**src/core/crs_pkg.sv**
```systemverilog
// Constants, types and state layout of the core register set.
//
// Contract
// - Eight-bit work register holds operands and results.
// - Effective address is pointer plus 8-bit offset.
// - Pointer low ten bits address; top bit selects. Data range keeps only the low byte of the sum.
// - Bit 10 picks data or program range.
// - Indexed writes never alter the code store.
// - Ten-bit instruction counter resets to 0x000; its fetch address is 0xC00.
// - Four-bit stack pointer, stack within 0x30-0x3F.
// - Stack pointer resets to 0xF.
// - Push decrements stack pointer by two.
// - Pull increments stack pointer by two.
// - Stack pointer marks next free location.
// - Call pushes return address, low byte first.
// - Return pulls address into instruction counter.
// - Status holds carry, nibble, zero, sign, mask, update.
// - Instructions update condition flags automatically.
// - Pointer, stack pointer, status are memory mapped.
// - Zero flag set on zero result.
// - Sign flag copies result most significant bit.
// - Nibble flag marks carry out of bit 3.
// - Interrupt mask cleared by reset, set by software.
package crs_pkg;

   // ***********************************************************
   // Widths, addresses and field positions
   // ***********************************************************
   localparam int unsigned DW  = 8;
   localparam int unsigned MPW = 11;
   localparam int unsigned PCW = 10;
   localparam int unsigned SPW = 4;
   localparam int unsigned AW  = 12;
   localparam int unsigned NW  = 4;

   localparam int unsigned MP_SEG = 10;
   localparam int unsigned MP_HIW = 3;
   localparam int unsigned SR_C   = 0;
   localparam int unsigned SR_H   = 1;
   localparam int unsigned SR_Z   = 2;
   localparam int unsigned SR_N   = 3;
   localparam int unsigned SR_G   = 4;
   localparam int unsigned SR_R   = 5;

   localparam logic [AW-1:0]  PROG_BASE = 12'hC00;
   localparam logic [AW-1:0]  PC_RESET  = 12'hC00;
   localparam logic [DW-1:0]  STK_BASE  = 8'h30;
   localparam logic [SPW-1:0] SP_RESET  = 4'hF;
   localparam logic [SPW-1:0] SP_ONE    = 4'h1;
   localparam logic [SPW-1:0] SP_STEP   = 4'h2;
   localparam logic [DW-1:0]  SR_RESET  = 8'h00;
   localparam logic [DW-1:0]  SR_WMASK  = 8'h1F;
   localparam logic [MPW-1:0] MP_RESET  = 11'h000;
   localparam logic [DW-1:0]  WK_RESET  = 8'h00;
   localparam logic [DW-1:0]  INC_ONE   = 8'h01;
   localparam logic [DW-1:0]  DEC_ONE   = 8'hFF;

   localparam logic [DW-1:0] MAP_MP_LO = 8'hFC;
   localparam logic [DW-1:0] MAP_MP_HI = 8'hFD;
   localparam logic [DW-1:0] MAP_SP    = 8'hFE;
   localparam logic [DW-1:0] MAP_SR    = 8'hFF;

   // ***********************************************************
   // Types
   // ***********************************************************
   typedef enum logic [4:0] {
      OP_IDLE, OP_LDI, OP_ADD, OP_SUB, OP_AND, OP_XOR, OP_INC,
      OP_DEC, OP_SETC, OP_CLRC, OP_SETG, OP_CLRG, OP_DRD, OP_DWR,
      OP_XRD, OP_XWR, OP_STEP, OP_JUMP, OP_CALL, OP_EXIT
   } crs_op_type;

   typedef enum logic [2:0] {
      ST_IDLE, ST_RD_WAIT, ST_PUSH_HI, ST_PULL_HI, ST_PULL_LO
   } crs_st_type;

   typedef struct packed {
      crs_op_type     op;
      logic [DW-1:0]  data;
      logic [DW-1:0]  addr;
      logic [PCW-1:0] target;
   } crs_cmd_type;

   typedef struct packed {
      logic          re;
      logic          we;
      logic [AW-1:0] addr;
      logic [DW-1:0] wdata;
   } crs_mem_type;

   typedef struct packed {
      crs_st_type     st;
      logic           busy;
      logic [DW-1:0]  work;
      logic [MPW-1:0] mptr;
      logic [PCW-1:0] pc;
      logic [SPW-1:0] sp;
      logic [DW-1:0]  sr;
      logic [DW-1:0]  hold;
      crs_mem_type    mem;
      logic [DW-1:0]  rdat;
      logic           rvld;
      logic           blk;
   } crs_state_type;

endpackage : crs_pkg

```
**src/core/crs_core_regs.sv**
```systemverilog
// Programming-model register set of the 8-bit core: work, pointer, counter, stack, status.
module crs_core_regs
   import crs_pkg::*;
(
   input  wire logic           clk,
   input  wire logic           rst_n,
   input  wire logic           cmd_valid,
   input  wire crs_cmd_type    cmd,
   input  wire logic           mem_rvalid,
   input  wire logic [DW-1:0]  mem_rdata,
   input  wire logic           ee_write_busy,
   output      crs_mem_type    mem,
   output      logic [DW-1:0]  rd_data,
   output      logic           rd_valid,
   output      logic           busy,
   output      logic [DW-1:0]  work_reg,
   output      logic [PCW-1:0] instr_counter,
   output      logic [AW-1:0]  fetch_addr,
   output      logic [SPW-1:0] stack_ptr,
   output      logic [DW-1:0]  status_reg,
   output      logic [MPW-1:0] memory_pointer,
   output      logic           prog_wr_blocked
);

   // ***********************************************************
   // Address helpers
   // ***********************************************************

   // Indexed effective address. Only the low ten pointer bits take
   // part in the sum; the top bit only chooses the segment.
   function automatic logic [AW-1:0] eff_addr(
      input logic [MPW-1:0] p,
      input logic [DW-1:0]  off
   );
      logic [PCW-1:0] sum;
      sum = p[PCW-1:0] + PCW'(off);
      if (p[MP_SEG]) begin
         eff_addr = PROG_BASE | AW'(sum);
      end else begin
         eff_addr = AW'(sum[DW-1:0]);
      end
   endfunction : eff_addr

   function automatic logic [AW-1:0] stk_addr(
      input logic [SPW-1:0] p
   );
      stk_addr = AW'(STK_BASE | DW'(p));
   endfunction : stk_addr

   // Sign and zero follow every result that reaches the work register.
   function automatic logic [DW-1:0] zn(
      input logic [DW-1:0] sr,
      input logic [DW-1:0] res
   );
      logic [DW-1:0] f;
      f = sr;
      f[SR_Z] = (res == '0);
      f[SR_N] = res[DW-1];
      zn = f;
   endfunction : zn

   // ***********************************************************
   // State
   // ***********************************************************
   crs_state_type s_r;
   crs_state_type s_nxt;

   localparam crs_state_type S_RESET = '{
      st:   ST_IDLE,
      busy: 1'b0,
      work: WK_RESET,
      mptr: MP_RESET,
      pc:   PC_RESET[PCW-1:0],
      sp:   SP_RESET,
      sr:   SR_RESET,
      hold: WK_RESET,
      mem:  '0,
      rdat: WK_RESET,
      rvld: 1'b0,
      blk:  1'b0
   };

   // ***********************************************************
   // Next-state logic
   // ***********************************************************
   always_comb begin
      logic [DW:0]   sum;
      logic [NW:0]   nib;
      logic [DW-1:0] opb;
      logic          cin;
      logic          arith;
      logic [AW-1:0] ea;
      sum   = '0;
      nib   = '0;
      opb   = cmd.data;
      cin   = s_r.sr[SR_C];
      arith = 1'b0;
      ea    = eff_addr(s_r.mptr, cmd.addr);
      s_nxt = s_r;
      s_nxt.mem.re = 1'b0;
      s_nxt.mem.we = 1'b0;
      s_nxt.rvld   = 1'b0;
      s_nxt.blk    = 1'b0;
      // Update flag mirrors the data store's write status.
      s_nxt.sr[SR_R] = ee_write_busy;

      unique case (s_r.st)
         ST_IDLE: begin
            if (cmd_valid) begin
               unique case (cmd.op)
                  OP_ADD: begin
                     arith = 1'b1;
                  end
                  OP_SUB: begin
                     // Subtract as add of the complement; carry is not-borrow.
                     opb   = ~cmd.data;
                     arith = 1'b1;
                  end
                  OP_INC: begin
                     opb   = INC_ONE;
                     cin   = 1'b0;
                     arith = 1'b1;
                  end
                  OP_DEC: begin
                     opb   = DEC_ONE;
                     cin   = 1'b0;
                     arith = 1'b1;
                  end
                  OP_LDI: begin
                     s_nxt.work = cmd.data;
                     s_nxt.sr   = zn(s_nxt.sr, cmd.data);
                  end
                  OP_AND: begin
                     s_nxt.work = s_r.work & cmd.data;
                     s_nxt.sr   = zn(s_nxt.sr, s_r.work & cmd.data);
                  end
                  OP_XOR: begin
                     s_nxt.work = s_r.work ^ cmd.data;
                     s_nxt.sr   = zn(s_nxt.sr, s_r.work ^ cmd.data);
                  end
                  OP_SETC: begin
                     s_nxt.sr[SR_C] = 1'b1;
                  end
                  OP_CLRC: begin
                     s_nxt.sr[SR_C] = 1'b0;
                  end
                  OP_SETG: begin
                     s_nxt.sr[SR_G] = 1'b1;
                  end
                  OP_CLRG: begin
                     s_nxt.sr[SR_G] = 1'b0;
                  end
                  OP_DRD: begin
                     unique case (cmd.addr)
                        MAP_MP_LO: begin
                           s_nxt.rdat = s_r.mptr[DW-1:0];
                           s_nxt.rvld = 1'b1;
                        end
                        MAP_MP_HI: begin
                           s_nxt.rdat = DW'(s_r.mptr[PCW-1:DW]);
                           s_nxt.rvld = 1'b1;
                        end
                        MAP_SP: begin
                           s_nxt.rdat = DW'(s_r.sp);
                           s_nxt.rvld = 1'b1;
                        end
                        MAP_SR: begin
                           s_nxt.rdat = s_r.sr;
                           s_nxt.rvld = 1'b1;
                        end
                        default: begin
                           s_nxt.mem.re   = 1'b1;
                           s_nxt.mem.addr = AW'(cmd.addr);
                           s_nxt.st       = ST_RD_WAIT;
                        end
                     endcase
                  end
                  OP_DWR: begin
                     unique case (cmd.addr)
                        MAP_MP_LO: begin
                           s_nxt.mptr[DW-1:0] = cmd.data;
                        end
                        MAP_MP_HI: begin
                           s_nxt.mptr[MPW-1:DW] = cmd.data[MP_HIW-1:0];
                        end
                        MAP_SP: begin
                           s_nxt.sp = cmd.data[SPW-1:0];
                        end
                        MAP_SR: begin
                           s_nxt.sr = (cmd.data & SR_WMASK) | (s_nxt.sr & ~SR_WMASK);
                        end
                        default: begin
                           s_nxt.mem.we    = 1'b1;
                           s_nxt.mem.addr  = AW'(cmd.addr);
                           s_nxt.mem.wdata = cmd.data;
                        end
                     endcase
                  end
                  OP_XRD: begin
                     s_nxt.mem.re   = 1'b1;
                     s_nxt.mem.addr = ea;
                     s_nxt.st       = ST_RD_WAIT;
                  end
                  OP_XWR: begin
                     if (s_r.mptr[MP_SEG]) begin
                        s_nxt.blk = 1'b1;
                     end else begin
                        s_nxt.mem.we    = 1'b1;
                        s_nxt.mem.addr  = ea;
                        s_nxt.mem.wdata = s_r.work;
                     end
                  end
                  OP_STEP: begin
                     s_nxt.pc = s_r.pc + PCW'(1);
                  end
                  OP_JUMP: begin
                     s_nxt.pc = cmd.target;
                  end
                  OP_CALL: begin
                     s_nxt.mem.we    = 1'b1;
                     s_nxt.mem.addr  = stk_addr(s_r.sp);
                     s_nxt.mem.wdata = s_r.pc[DW-1:0];
                     s_nxt.hold      = DW'(s_r.pc[PCW-1:DW]);
                     s_nxt.pc        = cmd.target;
                     s_nxt.st        = ST_PUSH_HI;
                  end
                  OP_EXIT: begin
                     // High byte pulled first, reversing the push.
                     s_nxt.mem.re   = 1'b1;
                     s_nxt.mem.addr = stk_addr(s_r.sp + SP_ONE);
                     s_nxt.st       = ST_PULL_HI;
                  end
                  OP_IDLE: begin
                  end
               endcase

               if (arith) begin
                  sum = {1'b0, s_r.work} + {1'b0, opb} + (DW+1)'(cin);
                  nib = {1'b0, s_r.work[NW-1:0]} + {1'b0, opb[NW-1:0]} + (NW+1)'(cin);
                  s_nxt.work = sum[DW-1:0];
                  s_nxt.sr   = zn(s_nxt.sr, sum[DW-1:0]);
                  s_nxt.sr[SR_H] = nib[NW];
                  if (cmd.op == OP_ADD || cmd.op == OP_SUB) begin
                     s_nxt.sr[SR_C] = sum[DW];
                  end
               end
            end
         end

         ST_RD_WAIT: begin
            if (mem_rvalid) begin
               s_nxt.work = mem_rdata;
               s_nxt.sr   = zn(s_nxt.sr, mem_rdata);
               s_nxt.rdat = mem_rdata;
               s_nxt.rvld = 1'b1;
               s_nxt.st   = ST_IDLE;
            end
         end

         ST_PUSH_HI: begin
            s_nxt.mem.we    = 1'b1;
            s_nxt.mem.addr  = stk_addr(s_r.sp - SP_ONE);
            s_nxt.mem.wdata = s_r.hold;
            s_nxt.sp = s_r.sp - SP_STEP;
            s_nxt.st = ST_IDLE;
         end

         ST_PULL_HI: begin
            if (mem_rvalid) begin
               s_nxt.hold     = mem_rdata;
               s_nxt.mem.re   = 1'b1;
               s_nxt.mem.addr = stk_addr(s_r.sp + SP_STEP);
               s_nxt.st       = ST_PULL_LO;
            end
         end

         ST_PULL_LO: begin
            if (mem_rvalid) begin
               s_nxt.pc = {s_r.hold[PCW-DW-1:0], mem_rdata};
               s_nxt.sp = s_r.sp + SP_STEP;
               s_nxt.st = ST_IDLE;
            end
         end
      endcase

      s_nxt.busy = (s_nxt.st != ST_IDLE);
   end

   // ***********************************************************
   // State register
   // ***********************************************************
   always_ff @(posedge clk or negedge rst_n) begin
      if (!rst_n) begin
         s_r <= S_RESET;
      end else begin
         s_r <= s_nxt;
      end
   end

   // ***********************************************************
   // Outputs, all taken straight from the state register
   // ***********************************************************
   assign mem             = s_r.mem;
   assign rd_data         = s_r.rdat;
   assign rd_valid        = s_r.rvld;
   assign busy            = s_r.busy;
   assign work_reg        = s_r.work;
   assign instr_counter   = s_r.pc;
   // The counter lives in the program segment, so its fetch address
   // is the segment base plus the counter.
   assign fetch_addr      = PROG_BASE | AW'(s_r.pc);
   assign stack_ptr       = s_r.sp;
   assign status_reg      = s_r.sr;
   assign memory_pointer  = s_r.mptr;
   assign prog_wr_blocked = s_r.blk;

endmodule : crs_core_regs

```
**config.mk**
```make
export PLATFORM = sky130hd
export DESIGN_NAME = crs_core_regs
export DESIGN_NICKNAME = d
export VERILOG_FILES = /design/src/core/crs_pkg.sv /design/src/core/crs_core_regs.sv
export SDC_FILE = /design/constraint.sdc
export NUM_CORES = 1
export LEC_CHECK = 0
export BUFFER_PORTS_ARGS = -buffer_cell sky130_fd_sc_hd__buf_2
export CAP_MARGIN = 0
export CORE_UTILIZATION = 57
export DETAILED_ROUTE_END_ITERATION = 10
export PLACE_DENSITY_LB_ADDON = 0.05
export SLEW_MARGIN = 25
export SYNTH_ARGS = -nofsm -noshare
export SYNTH_HDL_FRONTEND = slang
export SYNTH_SLANG_ARGS = --single-unit
export TNS_END_PERCENT = 1
```
**constraint.sdc**
```tcl
create_clock -name clk -period 2.8 [get_ports clk]
set_input_delay 0.56 -clock clk [delete_from_list [all_inputs] [get_ports clk]]
set_output_delay 0.56 -clock clk [all_outputs]
set_load 0.02 [all_outputs]
```
== Yosys cells after proc, flatten, opt, wreduce, memory -nomap -nowiden ==
Cells that the tools add are included.
W data, S select, Z words.
Operators by class
  add/subtract/negate cells: 10
  eq/ne operators: 48
  muxes and demuxes: 60
  bitwise operators: 5
  reductions and logical operators: 34
Operator list (number)
  $mux W81: 1
  $pmux W12 S6: 1
  $pmux W8 S3: 3
  $mux W8: 7
  $pmux W8 S2: 3
  $mux W21: 2
  $eq A5 B4 Y1 const B: 8
  $logic_not A8 Y1: 5
  $pmux W10 S2: 2
  $mux W12: 3
  $pmux W12 S3: 1
  $pmux W3 S4: 3
  $pmux W9 S2: 2
  $pmux W9 S4: 1
  $eq A8 B8 Y1 const B: 4
  $eq A5 B3 Y1 const B: 4
  $eq A5 B5 Y1 const B: 4
  $reduce_and A4 Y1: 5
  $reduce_and A5 Y1: 4
  $mux W3: 6
  $mux W9: 2
  $mux W4: 4
  $mux W14: 1
  $ne A2 B2 Y1 const B: 7
  other kinds (43): 74
Word-level totals
  flip-flop bits (word level): 85
  bits of input ports: 44
  output and inout port bits: 86
  logic and storage cells: 176

== Depth between registers and ports, before layout ==
Gate-level depths: netlist of the first run.
  depth in word-level cells: 10
  gate-level depth with buffers: 14
  gate-level depth less buffers: 12

== Worst setup path before layout of the first run ==
No wires, ideal clock.
  path kind: input-to-reg
  start: in cmd[27] (netlist bit)
  end: reg s_r, in the netlist status_reg[2]
  library setup time: 0.076 ns
  arrival: 3.598 ns
  data required time: 2.724 ns
  path slack: -0.874 ns
  stages on the path: 14
  buffers on the path: 3
  path through: buf_6 -> buf_2 -> nand2_1 -> clkbuf_1 -> o31ai_1 -> o21ai_0 -> fa_1 -> fa_1 -> a21o_1 -> and4_1 -> nor2_1 -> xnor2_1 -> a2111o_1 -> o21ai_1
On the way
  word-level cells in the longest chain between the ends: 10
  elaborated cells between the ends (all ways): 29
  classes of those cells: 2 x add/sub; 10 x eq/ne; 13 x mux; 4 x reduce/logical
RTL lines
  start: declaration: line crs_core_regs.sv:8  | input wire crs_cmd_type cmd,
  $eq A5 B3 Y1 / $eq A5 B2 Y1 (equally long branches): line crs_core_regs.sv:110  | unique case (cmd.op)
  $pmux W8 S3 / $reduce_or A2 Y1 (equally long branches)
  $mux W8 / $mux W1 (equally long branches): line crs_core_regs.sv:109, crs_core_regs.sv:110
  $mux W8 / $mux W1 (equally long branches): line crs_core_regs.sv:107, crs_core_regs.sv:109
  $add A8 B8 Y9 / $mux W1 (equally long branches): line crs_core_regs.sv:238, crs_core_regs.sv:107
  $add A9 B1 Y9: line crs_core_regs.sv:238  | sum = {1'b0, s_r.work} + {1'b0, opb} + (DW+1)'(cin);
  $logic_not A8 Y1: line crs_core_regs.sv:57  | f[SR_Z] = (res == '0);
  $mux W4: line crs_core_regs.sv:237  | if (arith) begin
  $mux W81: line crs_core_regs.sv:109  | if (cmd_valid) begin
  $pmux W8 S2: line crs_core_regs.sv:107  | unique case (s_r.st)
  end signal: assignment: line crs_core_regs.sv:296  | s_r <= s_nxt;
  end: declaration: line crs_core_regs.sv:65  | crs_state_type s_r;
Parallel ways exist; a longest one is shown, timed or not. The select of a mux whose other input is x is not followed.
A chain may end at the register's enable or synchronous reset.

== Final worst setup path of the first run ==
  start: in cmd[30] (netlist bit)
  end: reg s_r, in the netlist status_reg[2]
Same word-level chain as after synthesis.

==> impl_metrics.env, run 1 <==
export IMPL_layout_nets=945
export IMPL_cts_tree="yes"
export IMPL_netlist_instances=797
export IMPL_p_leak_nw=3.74
export IMPL_finalSetupViolCount=0
export IMPL_yosys_cell_types_count=93
export IMPL_synthArstFlopShare=1.00
export IMPL_relSlewSlack=0.369
export IMPL_portBuffers=127
export IMPL_avgSynthCellArea_sq_um=8.82
export IMPL_synth_most_common_cell="buf_4"
export IMPL_synth_edf_count=0
export IMPL_worst_pin_slew_ps=942
export IMPL_area_growth_pct=12.8
export IMPL_postRouteAntennaNets=0
export IMPL_cp_arrival_ps=3060
export IMPL_finalClockSkew_ps=6.64
export IMPL_grt_usage=0.347
export IMPL_synth_main_ff_cell="dfrtp_1"
export IMPL_drive_gt1_frac=0.309
export IMPL_preCtsSetupSlack_ps=-405
export IMPL_ctsRootBufferMaster="clkbuf_16"
export IMPL_slew_violations=0
export IMPL_syn_area_sq_um=7030
export IMPL_pin_count=130
export IMPL_via_count=6606
export IMPL_antenna_found_initial=0
export IMPL_fill_cells=1036
export IMPL_power_total_mw=6.01
export IMPL_grt_pass1_vias=5919
export IMPL_clock_latency_ps=350
export IMPL_cp_max_fo=3
export IMPL_core_area_sq_um=12000
export IMPL_min_delay_path_class="in -> async"
export IMPL_drv_cap=0
export IMPL_die_height_microns=113
export IMPL_synth_seq_cells=84
export IMPL_drt_pass1_iterations=8
export IMPL_rsz0062_at_grt="yes"
export IMPL_outcome="finished clean"
export IMPL_dp_hpwl_mm=16.3
export IMPL_htree_levels=3
export IMPL_avgRoutedWirePerCell_microns=21.4
export IMPL_path_class="in -> reg"
export IMPL_largest_reg_flops=21
export IMPL_power_density_nw_per_um2=758
export IMPL_grt_pass1_wl_mm=33.6
export IMPL_grt_ovfl_total=0
export IMPL_cts_inserted_buffers=9
export IMPL_fmaxAchievable_ghz=0.360
export IMPL_drt_iter0_drc=635
export IMPL_routed_wl_mm=21.8
export IMPL_crit_required_ps=3080
export IMPL_yosys_warnings=0
export IMPL_clk_pin_slew_ps=60
export IMPL_worstSetupEndpointType="flip-flop"
export IMPL_ys_seq_area_frac=0.300
export IMPL_grt_max_degree=50
export IMPL_gp_congestion=0.974
export IMPL_diodes=0
export IMPL_hold_viol=0
export IMPL_synthTopCellsByArea="dfrtp_1, buf_4, ha_1"
export IMPL_row_count=40
export IMPL_clkSinkCount=84
export IMPL_period_share=0.991
export IMPL_tns_ps=0
export IMPL_synth_top_area_share=0.285
export IMPL_irDropWorstVdd_mv=0.360
export IMPL_drc=0
export IMPL_initial_core_util=0.585
export IMPL_yosysTopAreaCell="dfrtp_1"
export IMPL_start_kind="primary input"
export IMPL_synth_common_cells="buf_4, dfrtp_1, nand2_1"
export IMPL_min_period_ps=2780
export IMPL_die_width_microns=113
export IMPL_viasPerCell=6.47
export IMPL_timing_final_ws_setup_ps=23.9
export IMPL_die_area_sq_um=12800
export IMPL_cts_max_path_buffers=2
[final cells by class]
| class | count | area [sq um] | area share |
|---|---|---|---|
| well taps | 147 | 184 | 0.0232 |
| flip-flops and latches | 84 | 2110 | 0.266 |
| multi-input cells | 565 | 4050 | 0.511 |
| repair buffers | 193 | 1170 | 0.148 |
| clock buffers | 10 | 239 | 0.0302 |
| inverters | 16 | 60.1 | 0.00758 |
| clock inverters | 6 | 111 | 0.0141 |
[worst paths after layout]
kind	slack [ps]	end	from	cells past startpoint
min	170	mem[11]	rst_n	1
max in group asynchronous	1960	stack_ptr[3]	rst_n	2
max	20	status_reg[2]	cmd[30]	14
max reg2reg	270	mem[17]	memory_pointer[1]	8
min reg2reg	430	status_reg[7]	status_reg[7]	0
min in group clk	310	status_reg[5]	ee_write_busy	1
[kinds of logic (layout without fill, tap and decap cells)]
group	after synthesis	in the layout	synth area share
other cells	1	2	0.000534
compound gates	265	265	0.267
flops	84	84	0.300
buf+inv	149	225	0.136
simple gates	213	213	0.160
xor+xnor	26	26	0.0324
fa+ha+maj	32	32	0.0602
mux	27	27	0.0449
[layer usage]
| layer | global-route usage | up-vias | share of wire |
|---|---|---|---|
| met5 | 0 | - | 0 |
| met4 | 0.141 | 0 | 0.032 |
| met3 | 0.0584 | 59 | 0.090 |
| met2 | 0.524 | 379 | 0.45 |
| met1 | 0.496 | 3168 | 0.43 |
| li1 | - | 3000 | - |
[cells in the final DEF (no fill, tap or decap), types with 5 or more instances in the layout]
| cell type | n |
|---|---|
| buf_2 | 124 |
| dfrtp_1 | 80 |
| nand2_1 | 72 |
| buf_4 | 64 |
| a21oi_1 | 63 |
| nor2_1 | 48 |
| o21ai_0 | 44 |
| ha_1 | 29 |
| a221o_1 | 20 |
| inv_1 | 16 |
| a22oi_1 | 14 |
| xor2_1 | 13 |
| mux2i_1 | 12 |
| xnor2_1 | 12 |
| nand3_1 | 12 |
| o31ai_1 | 12 |
| mux2_2 | 12 |
| nor3_1 | 11 |
| a211oi_1 | 11 |
| nand2b_1 | 10 |
| o21ai_1 | 9 |
| clkbuf_16 | 9 |
| a21o_1 | 8 |
| o22a_1 | 7 |
| o21a_1 | 7 |
| nor4_1 | 7 |
| a22o_1 | 6 |
| and2_1 | 5 |
| nor3_2 | 5 |
| a31oi_1 | 5 |
| nor2b_1 | 5 |
| o221ai_1 | 5 |
[critical path, cell delays in order]
cell and delay [ps]:
buf_6 100, nor2_4 130, buf_12 120, nand2_8 50, o31ai_4 170, o21ai_2 90, fa_2 420, fa_2 380
a21o_1 210, and4_4 160, nor2_4 100, xnor2_1 80, a2111o_1 360, o21ai_1 130
[stage by stage]
stage	instances	hold slack (ps)	instance area, sq um	util
floorplan	798	264	7100	-
global placement	1004	411	7490	0.624
detailed placement	1004	420	7490	0.624
CTS	1021	188	7880	0.656
global route	1021	213	7930	0.660
finish	1021	168	7930	0.660
[power breakdown]
group          leakage (nW)  switching (mW)  internal, mW
combinational          2.48            1.58          1.12
sequential             1.08           0.365          1.53
clock                 0.169           0.515         0.896
total                  3.74            2.46          3.55
[timing repair]
action                     4_1_cts  5_1_grt
setup endpoints to repair        4        8
buffers inserted                 1        0
pin swaps                        6       10
hold buffers                     0        0
gates resized for setup          6       13
No activity file was read; power rests on OpenSTA's default activity.
==> run 2, diff against run 1 <==
==> constraint.sdc (replaced) <==
create_clock -name clk -period 3.15 [get_ports clk]
set_input_delay 0.63 -clock clk [delete_from_list [all_inputs] [get_ports clk]]
set_output_delay 0.63 -clock clk [all_outputs]
set_load 0.02 [all_outputs]
==> impl_metrics.env, run 2 (synthesized netlist as in run 1, its figures left out) <==
export IMPL_core_area_sq_um=12000
export IMPL_grt_usage=0.338
export IMPL_final_common_cell="buf_2"
export IMPL_cp_arrival_ps=3250
export IMPL_place_inst=984
export IMPL_finalClockSkew_ps=5.32
export IMPL_clkSinkCount=84
export IMPL_r2r_end="status_reg[2]"
export IMPL_final_cells=1000
export IMPL_row_count=40
export IMPL_gp_congestion=1.02
export IMPL_layout_nets=924
export IMPL_cts_setup_buffers=0
export IMPL_whs_ps=317
export IMPL_pin_count=130
export IMPL_final_area_sq_um=7620
export IMPL_min_period_ps=2970
export IMPL_rsz0062_at_grt="no"
export IMPL_relSlewSlack=0.401
export IMPL_cts_max_path_buffers=2
export IMPL_initial_core_util=0.585
export IMPL_worstSetupEndpointType="flip-flop"
export IMPL_crit_buf_inv=2
export IMPL_holdBufCountCts=0
export IMPL_slowest_stage="fa_2"
export IMPL_irDropWorstVdd_mv=0.270
export IMPL_cts_inserted_buffers=9
export IMPL_power_density_nw_per_um2=658
export IMPL_die_area_sq_um=12800
export IMPL_placed_cell_area_sq_um=7330
export IMPL_largest_reg_flops=21
export IMPL_critPathMaxStageDelay_ps=390
export IMPL_routed_wl_mm=21.1
export IMPL_drt_iter0_drc=586
export IMPL_worst_pin_slew_ps=894
export IMPL_crit_top_cell="fa_2"
export IMPL_reg2reg_from="status_reg[0]"
export IMPL_htree_levels=3
export IMPL_diodes=0
export IMPL_drt_pass1_iterations=5
export IMPL_timing_final_ws_setup_ps=181
export IMPL_r2r_setup_slack_ps=570
export IMPL_ctsRootBufferMaster="clkbuf_16"
export IMPL_drc=0
export IMPL_period_share=0.942
export IMPL_cts_tree="yes"
export IMPL_grt_pass1_vias=5979
export IMPL_crit_required_ps=3430
export IMPL_avgRoutedWirePerCell_microns=21.1
export IMPL_postRouteAntennaNets=0
export IMPL_hold_viol=0
export IMPL_layout_common_cells="buf_2, dfrtp_1, nand2_1, a21oi_1, nor2_1"
export IMPL_grt_ovfl_total=0
export IMPL_p_leak_nw=3.58
export IMPL_viasPerCell=6.45
export IMPL_path_cells="buf_2, nor2_4, buf_4, and2_0, a21boi_0, fa_2, fa_2, a21o_1, and4_1, nor2_2, xnor2_1, a2111o_1, o21ai_1"
export IMPL_critPathTopFamily="compound AO/OA/AOI/OAI gates"
export IMPL_final_util=0.634
export IMPL_preCtsSetupSlack_ps=-164
export IMPL_drive_gt1_frac=0.283
export IMPL_die_width_microns=113
export IMPL_rr_worst_depth=9
export IMPL_cp_max_fo=5
export IMPL_grt_pass1_wl_mm=32.9
export IMPL_slew_violations=0
export IMPL_clock_latency_ps=350
export IMPL_antenna_found_initial=0
export IMPL_min_delay_path_class="in -> async"
export IMPL_grt_max_degree=54
export IMPL_start_kind="primary input"
export IMPL_drv_cap=0
export IMPL_area_growth_pct=8.44
export IMPL_fill_cells=1062
export IMPL_clk_pin_slew_ps=60
export IMPL_via_count=6448
export IMPL_path_class="in -> reg"
export IMPL_dp_hpwl_mm=16.2
export IMPL_finalSetupViolCount=0
export IMPL_portBuffers=127
export IMPL_fmaxAchievable_ghz=0.337
export IMPL_outcome="finished clean"
export IMPL_tns_ps=0
export IMPL_power_total_mw=5.01
export IMPL_die_height_microns=113
-- run 2: changes by cell type in the layout (fill, tap and decap cells not counted), sizes merged --
cell / previous run / this run
clkinv: 2 / 3
clkbuf: 10 / 11
bufinv: 3 / 1
buf: 193 / 172
-- run 2: per-layer routing --
layer	global-route usage	vias to the layer above	wire length (microns)
li1	-	2956	-
met4	0.155	0	736
met5	0	-	0
met3	0.0702	57	1660
met2	0.494	310	9290
met1	0.478	3125	9440
-- run 2: worst max path at each step --
stage | from | end | slack, ps | cells past startpoint
final | cmd[30] | status_reg[2] | 180 | 13
after global routing | cmd[30] | work_reg[4] | 20 | 13
after floorplan | cmd[27] | status_reg[2] | -110 | 14
after CTS | cmd[30] | work_reg[4] | 200 | 13
after global placement | cmd[30] | status_reg[2] | -80 | 13
after detailed placement | cmd[30] | work_reg[4] | -160 | 13
-- run 2: final cells by class --
cell class / count / area, sq um / share of cell area
clock buffers: 11 / 233 / 0.0305
clock inverters: 5 / 52.6 / 0.00690
multi-input cells: 565 / 4010 / 0.526
flip-flops and latches: 84 / 2110 / 0.277
inverters: 16 / 60.1 / 0.00788
repair buffers: 172 / 976 / 0.128
well taps: 147 / 184 / 0.0241
-- run 2: repair_timing --
item                                   4_1_cts  5_1_grt
setup endpoints to repair                    0        1
endpoints found under the hold margin        0        0
gates resized for setup                      0        1
-- run 2: where the power goes --
part	total [mW]	switching, mW	leakage [nW]	internal [mW]
logic	2.25	1.34	2.35	0.912
clock network	1.06	0.450	0.139	0.611
registers	1.70	0.337	1.08	1.36
==> run 3, diff against run 2 <==
--- a/config.mk
+++ b/config.mk
@@ -9,7 +9,7 @@
 export CAP_MARGIN = 0
 export CORE_UTILIZATION = 57
 export DETAILED_ROUTE_END_ITERATION = 10
-export PLACE_DENSITY_LB_ADDON = 0.05
+export PLACE_DENSITY_LB_ADDON = 0.1
 export SLEW_MARGIN = 25
 export SYNTH_ARGS = -nofsm -noshare
 export SYNTH_HDL_FRONTEND = slang
==> impl_metrics.env, run 3 (synthesized netlist as in run 1, its figures left out) <==
export IMPL_cts_setup_buffers=0
export IMPL_internal_power_mw=2.89
export IMPL_core_area_sq_um=12000
export IMPL_fill_cells=1034
export IMPL_portBuffers=127
export IMPL_preCtsSetupSlack_ps=-200
export IMPL_fmaxAchievable_ghz=0.335
export IMPL_htree_levels=3
export IMPL_drive_gt1_frac=0.288
export IMPL_outcome="finished clean"
export IMPL_startpoint="cmd[30]"
export IMPL_ctsRootBufferMaster="clkbuf_16"
export IMPL_final_common_cell="buf_2"
export IMPL_grt_ovfl_total=0
export IMPL_layout_common_cells="buf_2, dfrtp_1, nand2_1, a21oi_1, buf_4"
export IMPL_period_share=0.949
export IMPL_cts_tree="yes"
export IMPL_slowest_stage="fa_2"
export IMPL_area_growth_pct=8.92
export IMPL_die_height_microns=113
export IMPL_power_share_sequential=0.339
export IMPL_row_count=40
export IMPL_dp_hpwl_mm=15.9
export IMPL_min_delay_path_class="in -> async"
export IMPL_path_cells="buf_2, nor2_4, nand2_8, o31ai_1, o21ai_1, fa_2, fa_2, a21o_1, and4_1, nor2_2, xnor2_1, a2111o_1, o21ai_1"
export IMPL_die_width_microns=113
export IMPL_holdBufCountCts=0
export IMPL_diodes=0
export IMPL_tns_ps=0
export IMPL_power_frac_comb=0.451
export IMPL_power_frac_clock=0.209
export IMPL_power_density_nw_per_um2=651
export IMPL_grt_usage=0.334
export IMPL_rsz0062_at_grt="no"
export IMPL_clock_latency_ps=350
export IMPL_grt_pass1_vias=5703
export IMPL_final_area_sq_um=7650
export IMPL_drc=0
export IMPL_min_period_ps=2990
export IMPL_initial_core_util=0.585
export IMPL_reg2reg_from="status_reg[0]"
export IMPL_antenna_found_initial=0
export IMPL_gp_congestion=0.906
export IMPL_worstSetupEndpointType="flip-flop"
export IMPL_start_kind="primary input"
export IMPL_via_count=6381
export IMPL_timing_final_ws_setup_ps=161
export IMPL_die_area_sq_um=12800
export IMPL_grt_max_degree=82
export IMPL_hold_viol=0
export IMPL_switchingPower_mw=2.09
export IMPL_cp_arrival_ps=3270
export IMPL_relSlewSlack=0.426
export IMPL_avgRoutedWirePerCell_microns=20.8
export IMPL_clkSinkCount=84
export IMPL_grt_pass1_wl_mm=32.4
export IMPL_largest_reg_flops=21
export IMPL_drt_iter0_drc=695
export IMPL_p_sw_frac=0.420
export IMPL_postRouteAntennaNets=0
export IMPL_path_class="in -> reg"
export IMPL_critPathMaxStageDelay_ps=450
export IMPL_clk_pin_slew_ps=60
export IMPL_cp_max_fo=3
export IMPL_worst_pin_slew_ps=860
export IMPL_place_inst=988
export IMPL_final_cells=1002
export IMPL_irDropWorstVdd_mv=0.282
export IMPL_cts_inserted_buffers=9
export IMPL_finalSetupViolCount=0
export IMPL_slew_violations=0
export IMPL_viasPerCell=6.37
export IMPL_crit_required_ps=3430
export IMPL_layout_nets=928
export IMPL_placed_cell_area_sq_um=7360
export IMPL_drv_cap=0
export IMPL_finalClockSkew_ps=8.25
export IMPL_drt_pass1_iterations=5
export IMPL_cts_max_path_buffers=2
export IMPL_routed_wl_mm=20.8
export IMPL_pin_count=130
export IMPL_cts_resized=0
export IMPL_p_leak_nw=3.59
[run 3: cell count changes in the layout (fill, tap and decap cells not counted)]
cell	before	now
a211oi_1	11	10
a211oi_2	0	1
and2_0	2	1
and2_1	4	5
buf_4	46	49
buf_6	0	1
clkbuf_1	2	0
clkinv_2	3	2
clkinvlp_4	1	2
[run 3: critical path, delay by kind of cell]
kind	cells	cell delay, ps
AO/OA/AOI/OAI	5	1060
AND/OR/NAND/NOR	4	550
adder cells (fa/ha/maj)	2	830
XOR/XNOR	1	100
buffers and inverters	1	120
[run 3: layout make-up]
class	instances	area, sq um	share of cell area
Clock buffer	9	225	0.0294
Clock inverter	5	55.1	0.00719
Inverter	16	60.1	0.00785
Multi-Input combinational cell	565	4010	0.524
Sequential cell	84	2110	0.275
Tap cell	147	184	0.0240
Timing Repair Buffer	176	1010	0.132
[run 3: final timing paths]
check                                 to  slack, ps  depth (start not counted)
min in group clk           status_reg[5]        380                          1
max reg2reg                status_reg[2]        530                          9
min reg2reg                status_reg[7]        420                          0
max in group asynchronous   stack_ptr[3]       2200                          2
max                        status_reg[2]        160                         13
min                              mem[10]        310                          1
[run 3: per-stage QoR]
step	total power [mW]	utilization	hold WS (ps)
CTS	4.96	0.636	377
floorplan	3.49	-	334
finish	4.98	0.637	315
global route	5.27	0.637	378
detailed placement	3.92	0.613	413
global placement	3.88	0.613	413
[run 3: power groups by stage]
stage | clock, mW | combinational [mW] | sequential, mW
2_1_floorplan | 0 | 1.90 | 1.59
3_3_place_gp | 0 | 2.19 | 1.69
3_5_place_dp | 0 | 2.22 | 1.70
4_1_cts | 1.05 | 2.23 | 1.69
5_1_grt | 1.09 | 2.46 | 1.73
6_report | 1.04 | 2.25 | 1.69
[run 3: per-layer routing]
| metal | GRT usage | vias up | routed length [microns] |
|---|---|---|---|
| li1 | - | 2963 | - |
| met1 | 0.479 | 3056 | 9250 |
| met2 | 0.508 | 321 | 9380 |
| met3 | 0.0530 | 41 | 1690 |
| met4 | 0.127 | 0 | 528 |
| met5 | 0 | - | 0 |
